### src/core/cdu_pkg.sv
// constants, types and shared functions of the config download/update ctrl
// assumes: single 40 MHz clock, registers reached over a 32-bit APB slave
// Notes on behaviour
// - margining code applied as written inside limits, else clipped to limit
// - margining output disabled whenever lower limit exceeds upper limit
// - limit values are part of the configuration restored at startup
// - every config value held in first stage, copied to driving second stage
// - power-up download starts once supply is above lockout level
// - download fills all first stages, then one common transfer to second
// - first engine state loaded a fixed delay after download completes
// - bus accesses before download completion are refused
// - transparent bit set: bus writes reach both stages at once
// - transparent bit clear: bus writes reach first stage only
// - host writes transfer bit; one pulse copies all first to second
// - nonvolatile writes leave RAM alone until a download is commanded
// - page erase done only while erase enable set, otherwise ignored
// - engine states: dedicated nonvolatile area, 64 words, last slot reserved
// - conditions met: next state word fetched taking about the load time
// - no RAM copy of states; host rewrites state words in nonvolatile area
// - host sets address pointer first; it selects the byte accessed next
// - erase enable is bit 2 of update config; erase has its command code
// - bit 0 of user download register starts a configuration download
package cdu_pkg;
  // ==========================================================
  // register byte addresses
  localparam logic [7:0] ADDR_PTR   = 8'h00;
  localparam logic [7:0] ADDR_DATA  = 8'h04;
  localparam logic [7:0] ADDR_UPD   = 8'h08;
  localparam logic [7:0] ADDR_UDL   = 8'h0C;
  localparam logic [7:0] ADDR_NADR  = 8'h10;
  localparam logic [7:0] ADDR_NDAT  = 8'h14;
  localparam logic [7:0] ADDR_NCMD  = 8'h18;
  localparam logic [7:0] ADDR_STAT  = 8'h1C;
  // ==========================================================
  // field positions
  localparam int UPD_TRANSP   = 0;
  localparam int UPD_XFER     = 1;
  localparam int UPD_ERASE_EN = 2;
  localparam int UDL_START    = 0;
  localparam logic [7:0] CMD_ERASE = 8'hFE;
  // ==========================================================
  // configuration layout
  localparam int CFG_N      = 16;
  localparam int DAC_N      = 4;
  localparam logic [3:0] DAC_BASE = 4'h0;
  localparam logic [3:0] UPL_BASE = 4'h4;
  localparam logic [3:0] LOL_BASE = 4'h8;
  localparam logic [3:0] CFG_LAST = 4'hF;
  localparam logic [10:0] NVM_CFG_BASE = 11'h000;
  localparam logic [10:0] NVM_SE_BASE  = 11'h200;
  localparam logic [5:0]  SE_LAST      = 6'h3E;
  localparam logic [2:0]  SE_BYTE_LAST = 3'h7;
  // ==========================================================
  // nonvolatile operations
  typedef enum logic [1:0] {NVM_NOP, NVM_READ, NVM_WRITE, NVM_ERASE}
    cdu_nvm_op_t;
  // ==========================================================
  // timing
  localparam int CLK_PERIOD_NS  = 25;
  localparam int SE_DELAY_NS    = 500000;
  localparam int SE_LOAD_NS     = 10000;
  localparam int SE_DELAY_CYC   = SE_DELAY_NS / CLK_PERIOD_NS;
  localparam int SE_LOAD_CYC    = SE_LOAD_NS / CLK_PERIOD_NS;
  localparam int TMR_W          = 16;

  // clip a code into [lo, hi]
  function automatic logic [7:0] cdu_clip(input logic [7:0] code,
                                          input logic [7:0] lo,
                                          input logic [7:0] hi);
    if (code < lo) begin
      return lo;
    end else if (code > hi) begin
      return hi;
    end
    return code;
  endfunction
endpackage

### src/core/cdu_timer.sv
// down counter for the engine delays
// assumes: start is a one-cycle pulse, load is held for that cycle
module cdu_timer (
  input  wire logic                     mclk,
  input  wire logic                     reset,
  input  wire logic                     start,
  input  wire logic [cdu_pkg::TMR_W-1:0] load,
  output logic                          expired
);
  logic [cdu_pkg::TMR_W-1:0] cnt_r;

  // ==========================================================
  // counter
  always_ff @(posedge mclk) begin
    if (reset) begin
      cnt_r <= '0;
    end else if (start) begin
      cnt_r <= load;
    end else if (cnt_r != '0) begin
      cnt_r <= cnt_r - 1'b1;
    end
  end

  assign expired = (cnt_r == '0);
endmodule

### src/core/cdu_clip.sv
// margining code clipping and output enables for all channels
// assumes: inputs are second-stage values, result registered by caller
module cdu_clip (
  input  wire logic [8*cdu_pkg::DAC_N-1:0] code,
  input  wire logic [8*cdu_pkg::DAC_N-1:0] upper,
  input  wire logic [8*cdu_pkg::DAC_N-1:0] lower,
  output logic      [8*cdu_pkg::DAC_N-1:0] clipped,
  output logic      [cdu_pkg::DAC_N-1:0]   oe
);
  // ==========================================================
  // per channel clip and enable
  always_comb begin
    for (int i = 0; i < cdu_pkg::DAC_N; i++) begin
      clipped[8*i +: 8] = cdu_pkg::cdu_clip(code[8*i +: 8],
                            lower[8*i +: 8], upper[8*i +: 8]);
      oe[i] = !(lower[8*i +: 8] > upper[8*i +: 8]);
    end
  end
endmodule

### src/core/cdu_ctrl.sv
// configuration download and update controller, APB slave top
// assumes: nonvolatile store answers each request with a one-cycle ack
//
// Chosen here: the placing of the registers and register access over APB.
module cdu_ctrl #(
  parameter int SE_DELAY = cdu_pkg::SE_DELAY_CYC
) (
  input  wire logic          mclk,
  input  wire logic          reset,
  input  wire logic          psel,
  input  wire logic          penable,
  input  wire logic          pwrite,
  input  wire logic [7:0]    paddr,
  input  wire logic [31:0]   pwdata,
  output logic               pready,
  output logic [31:0]        prdata,
  output logic               pslverr,
  input  wire logic          supply_ok,
  input  wire logic          seq_cond_met,
  output logic               nvm_req,
  output logic [1:0]         nvm_op,
  output logic [10:0]        nvm_addr,
  output logic [7:0]         nvm_wdata,
  input  wire logic          nvm_ack,
  input  wire logic [7:0]    nvm_rdata,
  output logic [127:0]       cfg_active,
  output logic               xfer_pulse,
  output logic [31:0]        dac_code,
  output logic [3:0]         dac_oe,
  output logic [63:0]        se_word,
  output logic               se_load,
  output logic               dl_busy
);
  typedef enum logic [2:0] {
    ST_IDLE, ST_DL_READ, ST_DL_XFER, ST_SE_WAIT, ST_SE_READ, ST_RUN,
    ST_NVM_OP
  } cdu_state_t;

  typedef struct packed {
    cdu_state_t      st;
    logic [7:0]      ptr;
    logic            transp;
    logic            erase_en;
    logic [15:0][7:0] la;
    logic [15:0][7:0] lb;
    logic [3:0]      idx;
    logic [5:0]      se_idx;
    logic [2:0]      se_byte;
    logic [63:0]     se_buf;
    logic [63:0]     se_out;
    logic            se_load;
    logic            pwrup_done;
    logic            xfer;
    logic            nvm_req;
    logic [1:0]      nvm_op;
    logic [10:0]     nvm_addr;
    logic [7:0]      nvm_wdata;
    logic [10:0]     host_addr;
    logic            pready;
    logic            pslverr;
    logic [31:0]     prdata;
    logic [31:0]     dac_out;
    logic [3:0]      dac_oe;
    logic            busy;
  } cdu_regs_t;

  cdu_regs_t                  s_r;
  cdu_regs_t                  s_nxt;
  logic                       tmr_start;
  logic [cdu_pkg::TMR_W-1:0]  tmr_load;
  logic                       tmr_expired;
  logic [31:0]                clip_code;
  logic [31:0]                clip_upper;
  logic [31:0]                clip_lower;
  logic [31:0]                clipped;
  logic [3:0]                 clip_oe;
  logic                       wr_done;
  logic                       bus_ok;
  logic                       nvm_ok;

  // ==========================================================
  // helper functions
  function automatic logic [31:0] lane_group(input logic [15:0][7:0] l,
                                             input logic [3:0] base);
    logic [31:0] w;
    w = '0;
    for (int i = 0; i < cdu_pkg::DAC_N; i++) begin
      w[8*i +: 8] = l[base + 4'(i)];
    end
    return w;
  endfunction

  function automatic logic ptr_valid(input logic [7:0] p);
    return p < 8'(cdu_pkg::CFG_N);
  endfunction

  // ==========================================================
  // submodules
  cdu_timer u_timer (
    .mclk    (mclk),
    .reset   (reset),
    .start   (tmr_start),
    .load    (tmr_load),
    .expired (tmr_expired)
  );

  assign clip_code  = lane_group(s_r.lb, cdu_pkg::DAC_BASE);
  assign clip_upper = lane_group(s_r.lb, cdu_pkg::UPL_BASE);
  assign clip_lower = lane_group(s_r.lb, cdu_pkg::LOL_BASE);

  cdu_clip u_clip (
    .code    (clip_code),
    .upper   (clip_upper),
    .lower   (clip_lower),
    .clipped (clipped),
    .oe      (clip_oe)
  );

  // access allowed only after the configuration is in place
  assign bus_ok  = s_r.pwrup_done && (s_r.st != ST_DL_READ)
                   && (s_r.st != ST_DL_XFER);
  assign nvm_ok  = (s_r.st == ST_RUN);
  assign wr_done = psel && penable && s_r.pready && pwrite
                   && !s_r.pslverr;

  // ==========================================================
  // next state
  always_comb begin
    s_nxt     = s_r;
    tmr_start = 1'b0;
    tmr_load  = '0;
    s_nxt.xfer    = 1'b0;
    s_nxt.se_load = 1'b0;
    // apb answer prepared in the setup cycle
    s_nxt.pready  = psel && !penable;
    s_nxt.pslverr = 1'b0;
    s_nxt.prdata  = '0;
    if (psel && !penable) begin
      if (!bus_ok) begin
        s_nxt.pslverr = 1'b1;
      end else if (paddr == cdu_pkg::ADDR_PTR) begin
        s_nxt.prdata = {24'h00_0000, s_r.ptr};
      end else if (paddr == cdu_pkg::ADDR_DATA) begin
        if (ptr_valid(s_r.ptr)) begin
          s_nxt.prdata = {24'h00_0000, s_r.la[s_r.ptr[3:0]]};
        end
      end else if (paddr == cdu_pkg::ADDR_UPD) begin
        s_nxt.prdata[cdu_pkg::UPD_TRANSP]   = s_r.transp;
        s_nxt.prdata[cdu_pkg::UPD_ERASE_EN] = s_r.erase_en;
      end else if (paddr == cdu_pkg::ADDR_UDL) begin
        s_nxt.pslverr = pwrite && !nvm_ok;
      end else if (paddr == cdu_pkg::ADDR_NADR) begin
        s_nxt.prdata = {21'h00_0000, s_r.host_addr};
      end else if (paddr == cdu_pkg::ADDR_NDAT
                   || paddr == cdu_pkg::ADDR_NCMD) begin
        s_nxt.pslverr = pwrite && !nvm_ok;
      end else if (paddr == cdu_pkg::ADDR_STAT) begin
        s_nxt.prdata = {22'h00_0000, s_r.se_idx, s_r.dac_oe};
      end else begin
        s_nxt.pslverr = 1'b1;
      end
    end
    // register writes take effect at the completing edge
    if (wr_done) begin
      if (paddr == cdu_pkg::ADDR_PTR) begin
        s_nxt.ptr = pwdata[7:0];
      end else if (paddr == cdu_pkg::ADDR_DATA
                   && ptr_valid(s_r.ptr)) begin
        s_nxt.la[s_r.ptr[3:0]] = pwdata[7:0];
        if (s_r.transp) begin
          s_nxt.lb[s_r.ptr[3:0]] = pwdata[7:0];
        end
      end else if (paddr == cdu_pkg::ADDR_UPD) begin
        s_nxt.transp   = pwdata[cdu_pkg::UPD_TRANSP];
        s_nxt.erase_en = pwdata[cdu_pkg::UPD_ERASE_EN];
        s_nxt.xfer     = pwdata[cdu_pkg::UPD_XFER];
      end else if (paddr == cdu_pkg::ADDR_UDL
                   && pwdata[cdu_pkg::UDL_START]) begin
        s_nxt.st  = ST_DL_READ;
        s_nxt.idx = '0;
      end else if (paddr == cdu_pkg::ADDR_NADR) begin
        s_nxt.host_addr = pwdata[10:0];
      end else if (paddr == cdu_pkg::ADDR_NDAT) begin
        // byte goes to the store only, RAM untouched
        s_nxt.st        = ST_NVM_OP;
        s_nxt.nvm_req   = 1'b1;
        s_nxt.nvm_op    = cdu_pkg::NVM_WRITE;
        s_nxt.nvm_addr  = s_r.host_addr;
        s_nxt.nvm_wdata = pwdata[7:0];
      end else if (paddr == cdu_pkg::ADDR_NCMD
                   && pwdata[7:0] == cdu_pkg::CMD_ERASE
                   && s_r.erase_en) begin
        s_nxt.st       = ST_NVM_OP;
        s_nxt.nvm_req  = 1'b1;
        s_nxt.nvm_op   = cdu_pkg::NVM_ERASE;
        s_nxt.nvm_addr = s_r.host_addr;
      end
    end
    // first-to-second copy on transfer pulse
    if (s_r.xfer) begin
      s_nxt.lb = s_r.la;
    end
    // sequencing
    case (s_r.st)
      ST_IDLE: begin
        if (supply_ok) begin
          s_nxt.st  = ST_DL_READ;
          s_nxt.idx = '0;
        end
      end
      ST_DL_READ: begin
        if (!s_r.nvm_req) begin
          s_nxt.nvm_req  = 1'b1;
          s_nxt.nvm_op   = cdu_pkg::NVM_READ;
          s_nxt.nvm_addr = cdu_pkg::NVM_CFG_BASE + 11'(s_r.idx);
        end else if (nvm_ack) begin
          s_nxt.nvm_req    = 1'b0;
          s_nxt.nvm_op     = cdu_pkg::NVM_NOP;
          s_nxt.la[s_r.idx] = nvm_rdata;
          s_nxt.idx        = s_r.idx + 4'h1;
          if (s_r.idx == cdu_pkg::CFG_LAST) begin
            s_nxt.st = ST_DL_XFER;
          end
        end
      end
      ST_DL_XFER: begin
        s_nxt.xfer = 1'b1;
        if (!s_r.pwrup_done) begin
          s_nxt.pwrup_done = 1'b1;
          s_nxt.st         = ST_SE_WAIT;
          tmr_start        = 1'b1;
          tmr_load         = cdu_pkg::TMR_W'(SE_DELAY);
        end else begin
          s_nxt.st = ST_RUN;
        end
      end
      ST_SE_WAIT: begin
        if (tmr_expired) begin
          s_nxt.st      = ST_SE_READ;
          s_nxt.se_idx  = '0;
          s_nxt.se_byte = '0;
          tmr_start     = 1'b1;
          tmr_load      = cdu_pkg::TMR_W'(cdu_pkg::SE_LOAD_CYC);
        end
      end
      ST_SE_READ: begin
        if (s_r.se_byte == cdu_pkg::SE_BYTE_LAST && s_r.nvm_op
            == cdu_pkg::NVM_NOP && !s_r.nvm_req) begin
          // all bytes in, hold until the load time has run out
          if (tmr_expired) begin
            s_nxt.st      = ST_RUN;
            s_nxt.se_out  = s_r.se_buf;
            s_nxt.se_load = 1'b1;
          end
        end else if (!s_r.nvm_req) begin
          s_nxt.nvm_req  = 1'b1;
          s_nxt.nvm_op   = cdu_pkg::NVM_READ;
          s_nxt.nvm_addr = cdu_pkg::NVM_SE_BASE
                           + {2'b00, s_r.se_idx, s_r.se_byte};
        end else if (nvm_ack) begin
          s_nxt.nvm_req = 1'b0;
          s_nxt.se_buf[8*s_r.se_byte +: 8] = nvm_rdata;
          if (s_r.se_byte == cdu_pkg::SE_BYTE_LAST) begin
            s_nxt.nvm_op = cdu_pkg::NVM_NOP;
          end else begin
            s_nxt.se_byte = s_r.se_byte + 3'h1;
          end
        end
      end
      ST_RUN: begin
        // a store op requested by this cycle's bus write must survive
        if (seq_cond_met && !wr_done) begin
          // next state, reserved last slot skipped
          s_nxt.st      = ST_SE_READ;
          s_nxt.se_idx  = (s_r.se_idx == cdu_pkg::SE_LAST) ? 6'h00
                          : s_r.se_idx + 6'h01;
          s_nxt.se_byte = '0;
          tmr_start     = 1'b1;
          tmr_load      = cdu_pkg::TMR_W'(cdu_pkg::SE_LOAD_CYC);
        end
      end
      ST_NVM_OP: begin
        if (nvm_ack) begin
          s_nxt.nvm_req = 1'b0;
          s_nxt.nvm_op  = cdu_pkg::NVM_NOP;
          s_nxt.st      = ST_RUN;
        end
      end
      default: begin
        s_nxt.st = ST_IDLE;
      end
    endcase
    // margining outputs follow second stage
    s_nxt.dac_out = clipped;
    s_nxt.dac_oe  = clip_oe;
    // read outstanding, kept in a flop for the busy output
    s_nxt.busy    = s_nxt.nvm_req && s_nxt.nvm_op == cdu_pkg::NVM_READ;
  end

  // ==========================================================
  // state register
  always_ff @(posedge mclk) begin
    if (reset) begin
      s_r <= '0;
    end else begin
      s_r <= s_nxt;
    end
  end

  // ==========================================================
  // outputs
  assign pready     = s_r.pready;
  assign prdata     = s_r.prdata;
  assign pslverr    = s_r.pslverr;
  assign nvm_req    = s_r.nvm_req;
  assign nvm_op     = s_r.nvm_op;
  assign nvm_addr   = s_r.nvm_addr;
  assign nvm_wdata  = s_r.nvm_wdata;
  assign cfg_active = s_r.lb;
  assign xfer_pulse = s_r.xfer;
  assign dac_code   = s_r.dac_out;
  assign dac_oe     = s_r.dac_oe;
  assign se_word    = s_r.se_out;
  assign se_load    = s_r.se_load;
  assign dl_busy    = s_r.busy;

  // ==========================================================
  // assertions
  AST_CLIP: assert property (@(posedge mclk) disable iff (reset)
    dac_code[7:0] == cdu_pkg::cdu_clip($past(s_r.lb[0]),
                      $past(s_r.lb[8]), $past(s_r.lb[4])))
    else $error("clipped code wrong");
  AST_HIZ: assert property (@(posedge mclk) disable iff (reset)
    ($past(s_r.lb[8]) > $past(s_r.lb[4])) |-> !dac_oe[0])
    else $error("output enabled with crossed limits");
  AST_XFER_COPY: assert property (@(posedge mclk) disable iff (reset)
    s_r.xfer |=> s_r.lb == $past(s_r.la))
    else $error("transfer did not copy first stage");
  AST_XFER_ONE: assert property (@(posedge mclk) disable iff (reset)
    s_r.xfer && s_r.st == ST_RUN |=> !s_r.xfer)
    else $error("transfer pulse too long");
  AST_STAGED: assert property (@(posedge mclk) disable iff (reset)
    wr_done && paddr == cdu_pkg::ADDR_DATA && !s_r.transp && !s_r.xfer
    |=> $stable(s_r.lb))
    else $error("staged write changed operating config");
  AST_TRANSP: assert property (@(posedge mclk) disable iff (reset)
    wr_done && paddr == cdu_pkg::ADDR_DATA && s_r.transp && !s_r.xfer
    && ptr_valid(s_r.ptr) |=> s_r.lb[$past(s_r.ptr[3:0])]
    == $past(pwdata[7:0]))
    else $error("transparent write missed second stage");
  AST_NACK: assert property (@(posedge mclk) disable iff (reset)
    psel && !penable && !s_r.pwrup_done |=> pready && pslverr)
    else $error("access accepted before download");
  AST_ERASE: assert property (@(posedge mclk) disable iff (reset)
    $rose(s_r.nvm_req) && s_r.nvm_op == cdu_pkg::NVM_ERASE
    |-> $past(s_r.erase_en))
    else $error("erase without enable");
  AST_SE_DELAY: assert property (@(posedge mclk) disable iff (reset)
    s_r.st == ST_DL_XFER && !s_r.pwrup_done
    |=> s_r.st == ST_SE_WAIT [*8])
    else $error("engine load came too early");
  AST_START: assert property (@(posedge mclk) disable iff (reset)
    s_r.st == ST_IDLE && supply_ok |=> s_r.st == ST_DL_READ)
    else $error("download did not start");
  COV_XFER: cover property (@(posedge mclk) disable iff (reset)
    wr_done && paddr == cdu_pkg::ADDR_UPD && pwdata[cdu_pkg::UPD_XFER]
    ##1 s_r.xfer);
  COV_SE: cover property (@(posedge mclk) disable iff (reset) s_r.se_load);
  COV_ERASE: cover property (@(posedge mclk) disable iff (reset)
    s_r.nvm_req && s_r.nvm_op == cdu_pkg::NVM_ERASE);
endmodule

### config.mk
export PLATFORM = sky130hd
export DESIGN_NAME = cdu_ctrl
export DESIGN_NICKNAME = d
export VERILOG_FILES = /design/src/core/cdu_pkg.sv /design/src/core/cdu_timer.sv /design/src/core/cdu_clip.sv /design/src/core/cdu_ctrl.sv
export SDC_FILE = /design/constraint.sdc
export NUM_CORES = 1
export LEC_CHECK = 0
export BUFFER_PORTS_ARGS = -buffer_cell sky130_fd_sc_hd__buf_2
export CORE_ASPECT_RATIO = 1.5
export CORE_UTILIZATION = 45
export DETAILED_ROUTE_END_ITERATION = 8
export PLACE_DENSITY_LB_ADDON = 0.08
export SYNTH_ARGS = -nofsm -noshare
export SYNTH_HDL_FRONTEND = slang
export SYNTH_SLANG_ARGS = --single-unit
### constraint.sdc
create_clock -name mclk -period 2.5 [get_ports mclk]
set_input_delay 0.375 -clock mclk [delete_from_list [all_inputs] [get_ports mclk]]
set_output_delay 0.375 -clock mclk [all_outputs]
set_load 0.02 [all_outputs]
==> impl_metrics.py <==
metrics = {
    "setup_path": {
        "cp_data_required_time_ns": 3.00,
        "worstPathMaxFanout": 16,
        "r2r_cells": 5,
        "setup.worst_path.start": "s_r[506]",
        "end_kind": "flop",
        "max_stage_delay_ns": 0.63,
        "worstPathCellList": "buf_12 -> nor2_1 -> nand2_1 -> or3_1 -> o221a_2",
        "r2r_start": "s_r[506]",
        "crit_path_start_kind": "flop",
        "criticalPathCategory": "flop to flop",
        "cpMaxStageDelayCell": "nor2_1",
        "timing.rr.end": "cfg_active[39]",
        "worst-r2r-setup-slack_ns": 0.07,
        "critPathArrivalTime_ns": 2.94,
    },
    "route": {
        "routedWlPerCell_um": 26.42,
        "drt_iter0_markers": 2052,
        "drc": 0,
        "wl_um": 111400,
        "vias": 25470,
        "drtPass1Iterations": 6,
        "drtAntennaViolNets": 0,
        "vias_per_cell": 6.039,
    },
    "sta": {
        "maxSlewHeadroom_pct": 46.24,
        "rsz0062_at_grt": "no",
        "min_period_ns": 2.432,
        "finalHoldViolCount": 0,
        "period_share_pct": 97.28,
        "final-setup-viol-count": 0,
        "fin_setup_tns_ns": 0,
        "fin_ws_ns": 0.06811,
        "worst_slew_pin_slew_ns": 0.8034,
        "max_freq_ghz": 0.4112,
        "drv_slew": 0,
        "fin_worst_skew_ns": 0.02961,
    },
    "yosys": {
        "yosysTopAreaCellShare_pct": 36.48,
        "syn_inst": 3274,
        "synth_most_common_cell": "dfxtp_1",
        "async_flop_share_pct": 0,
        "synth_edf_count": 0,
        "ys_ff_latch": 512,
        "synth_area_leader_cell": "dfxtp_1",
        "ys.flop_type": "dfxtp_1",
        "avgSynthCellArea_um2": 8.583,
        "ys_top_cells_by_count": "dfxtp_1 (512), nand2_1 (344), buf_4 (286)",
        "yosys-top-cells-area": "dfxtp_1 (36%), buf_4 (7.6%), mux2i_1 (5.1%), ha_1 (4.8%), nand2_1 (4.6%)",
        "synth_area_um2": 28100,
        "seq_area_frac_synth_pct": 36.48,
        "ys_warn_count": 0,
        "synth_cell_types": 77,
    },
    "die": {
        "die_x_um": 206.0,
        "start_util_pct": 45.77,
        "die_y_um": 308.0,
        "dieArea_um2": 63470,
        "core_area_um2": 61390,
        "ioPinCount": 343,
        "row_count": 111,
    },
    "global_routing": {
        "antenna_found_initial": 3,
        "overflow": 0,
        "grt_max_degree": 88,
        "track_usage_pct": 34.69,
        "grt_first_pass_wirelength_um": 163200,
        "grt_pass1_vias": 25040,
    },
    "placement": {
        "post-place-cells": 4114,
        "hpwl_um": 83420,
        "placed_cell_area_um2": 29820,
        "io_buffers": 300,
        "gp_congestion": 0.9949,
        "dp_slack_ns": -0.3643,
    },
    "clocking": {
        "cts_sinks": 512,
        "clk_latency_ns": 0.63,
        "cts_tree": "yes",
        "cts_root_buf": "clkbuf_16",
        "clk_path_buf_depth": 3,
        "clkSlewWorstSetupHoldPaths_ns": 0.07,
        "post_cts_buffers": 0,
        "numCtsBuffers": 52,
        "htreeDepth": 2,
    },
    "finish": {
        "multiInputGateArea_um2": 14520,
        "syn_to_final_growth_pct": 12.97,
        "fill_cells": 5887,
        "regArea_um2": 10250,
        "fin_cells": 4218,
        "design_area_um2": 31740,
        "nets": 3543,
        "drive_gt1_share_pct": 24.01,
    },
    "hold_path": {
        "hp-start": "psel",
        "min_path_type": "input pin to flop",
        "hold_depth": 3,
        "worst_hold_path.endpoint": "pready",
    },
    "run_status": {
        "outcome": "finished, final reports clean",
    },
    "flow_run": {
        "drv_cap": 0,
    },
    "power": {
        "powerDensity_nw_per_um2": 589.8,
        "vdd_drop_max_v": 0.0007016,
        "p_leak_nw": 13.02,
    },
}
==> what timing repair did <==
| action | in CTS | in global routing |
|---|---|---|
| hold endpoints to repair | 3 | 0 |
| hold buffers | 3 | 0 |
| setup endpoints to repair | 1 | 9 |
| gates resized for setup | 2 | 3 |
==> registers in the layout, indices dropped and copies added, names as in the netlist, 4 cells and up <==
name	count
s_r	230
cfg_active	128
nvm_wdata	8
nvm_addr	11
se_word	64
u_timer.cnt_r	16
dac_oe	4
dac_code	32
prdata	11
==> through the flow <==
stage          util, %  power [mW]  hold WS, ns
2_1_floorplan        -       9.672       0.4315
3_3_place_gp     48.57       10.23       0.4394
3_5_place_dp     48.57       10.27       0.4452
4_1_cts          51.68       18.82      0.01370
5_1_grt          51.70       19.29      0.06091
6_report         51.71       18.72      0.04622
==> kinds of logic after synthesis <==
group           after synthesis  synth area share, %
other cells                   1              0.01335
fa+ha+maj                   107                4.764
buf+inv                     624                12.28
simple gates               1011                17.46
flops                       512                36.48
compound gates              829                20.88
mux                         175                7.659
xor+xnor                     15               0.4676
==> layout make-up <==
| class | count | area share, % |
|---|---|---|
| diodes | 3 | 0.02365 |
| clock buffers | 69 | 4.647 |
| flip-flops and latches | 512 | 32.30 |
| well taps | 791 | 3.118 |
| repair buffers | 564 | 11.86 |
| multi-input cells | 2158 | 45.74 |
| clock inverters | 29 | 1.226 |
| inverters | 92 | 1.096 |
==> where the power goes <==
group / switching [mW] / internal (mW) / leakage [nW]
clock: 3.60 / 5.00 / 0.917
combinational: 1.05 / 0.643 / 7.98
sequential: 0.141 / 8.29 / 4.13
total: 4.79 / 13.9 / 13.0
==> per-layer routing <==
layer / GRT usage (%) / wire length [um] / vias to the layer above
met5: 0 / 36 / -
met4: 22.78 / 8377 / 4
met3: 5.389 / 6402 / 328
met2: 61.66 / 55960 / 1041
met1: 37.68 / 40650 / 12390
li1: - / - / 11710
==> cells in the final DEF (no fill, tap or decap), types with 32 or more instances in the layout <==
cell	count
nor3_1	34
nand4_1	40
ha_1	107
nor2_1	271
nand3_1	116
nand2_1	344
a311oi_1	85
o221a_2	72
o21ai_0	64
buf_4	240
clkbuf_16	52
a22oi_1	39
nand2b_1	32
dfxtp_1	510
a211oi_1	119
mux4_2	32
inv_1	90
buf_2	299
o21a_1	89
a21oi_1	233
mux2i_1	143
==> worst max path at each step <==
stage / cells after the start / end
finish: 5 / cfg_active[39]
detailed placement: 9 / cfg_active[90]
floorplan: 7 / s_r[433]
global placement: 9 / cfg_active[90]
global route: 7 / s_r[389]
CTS: 7 / cfg_active[90]
==> worst max-delay path, delay by kind of cell, from the launching register on <==
| kind | cells | cell delay, ns |
|---|---|---|
| DFF | 1 | 0.43 |
| buffers and inverters | 1 | 0.21 |
| AOI/OAI and AO/OA | 1 | 0.32 |
| and+or+nand+nor | 3 | 1.34 |
(Power assumes the default switching activity.)
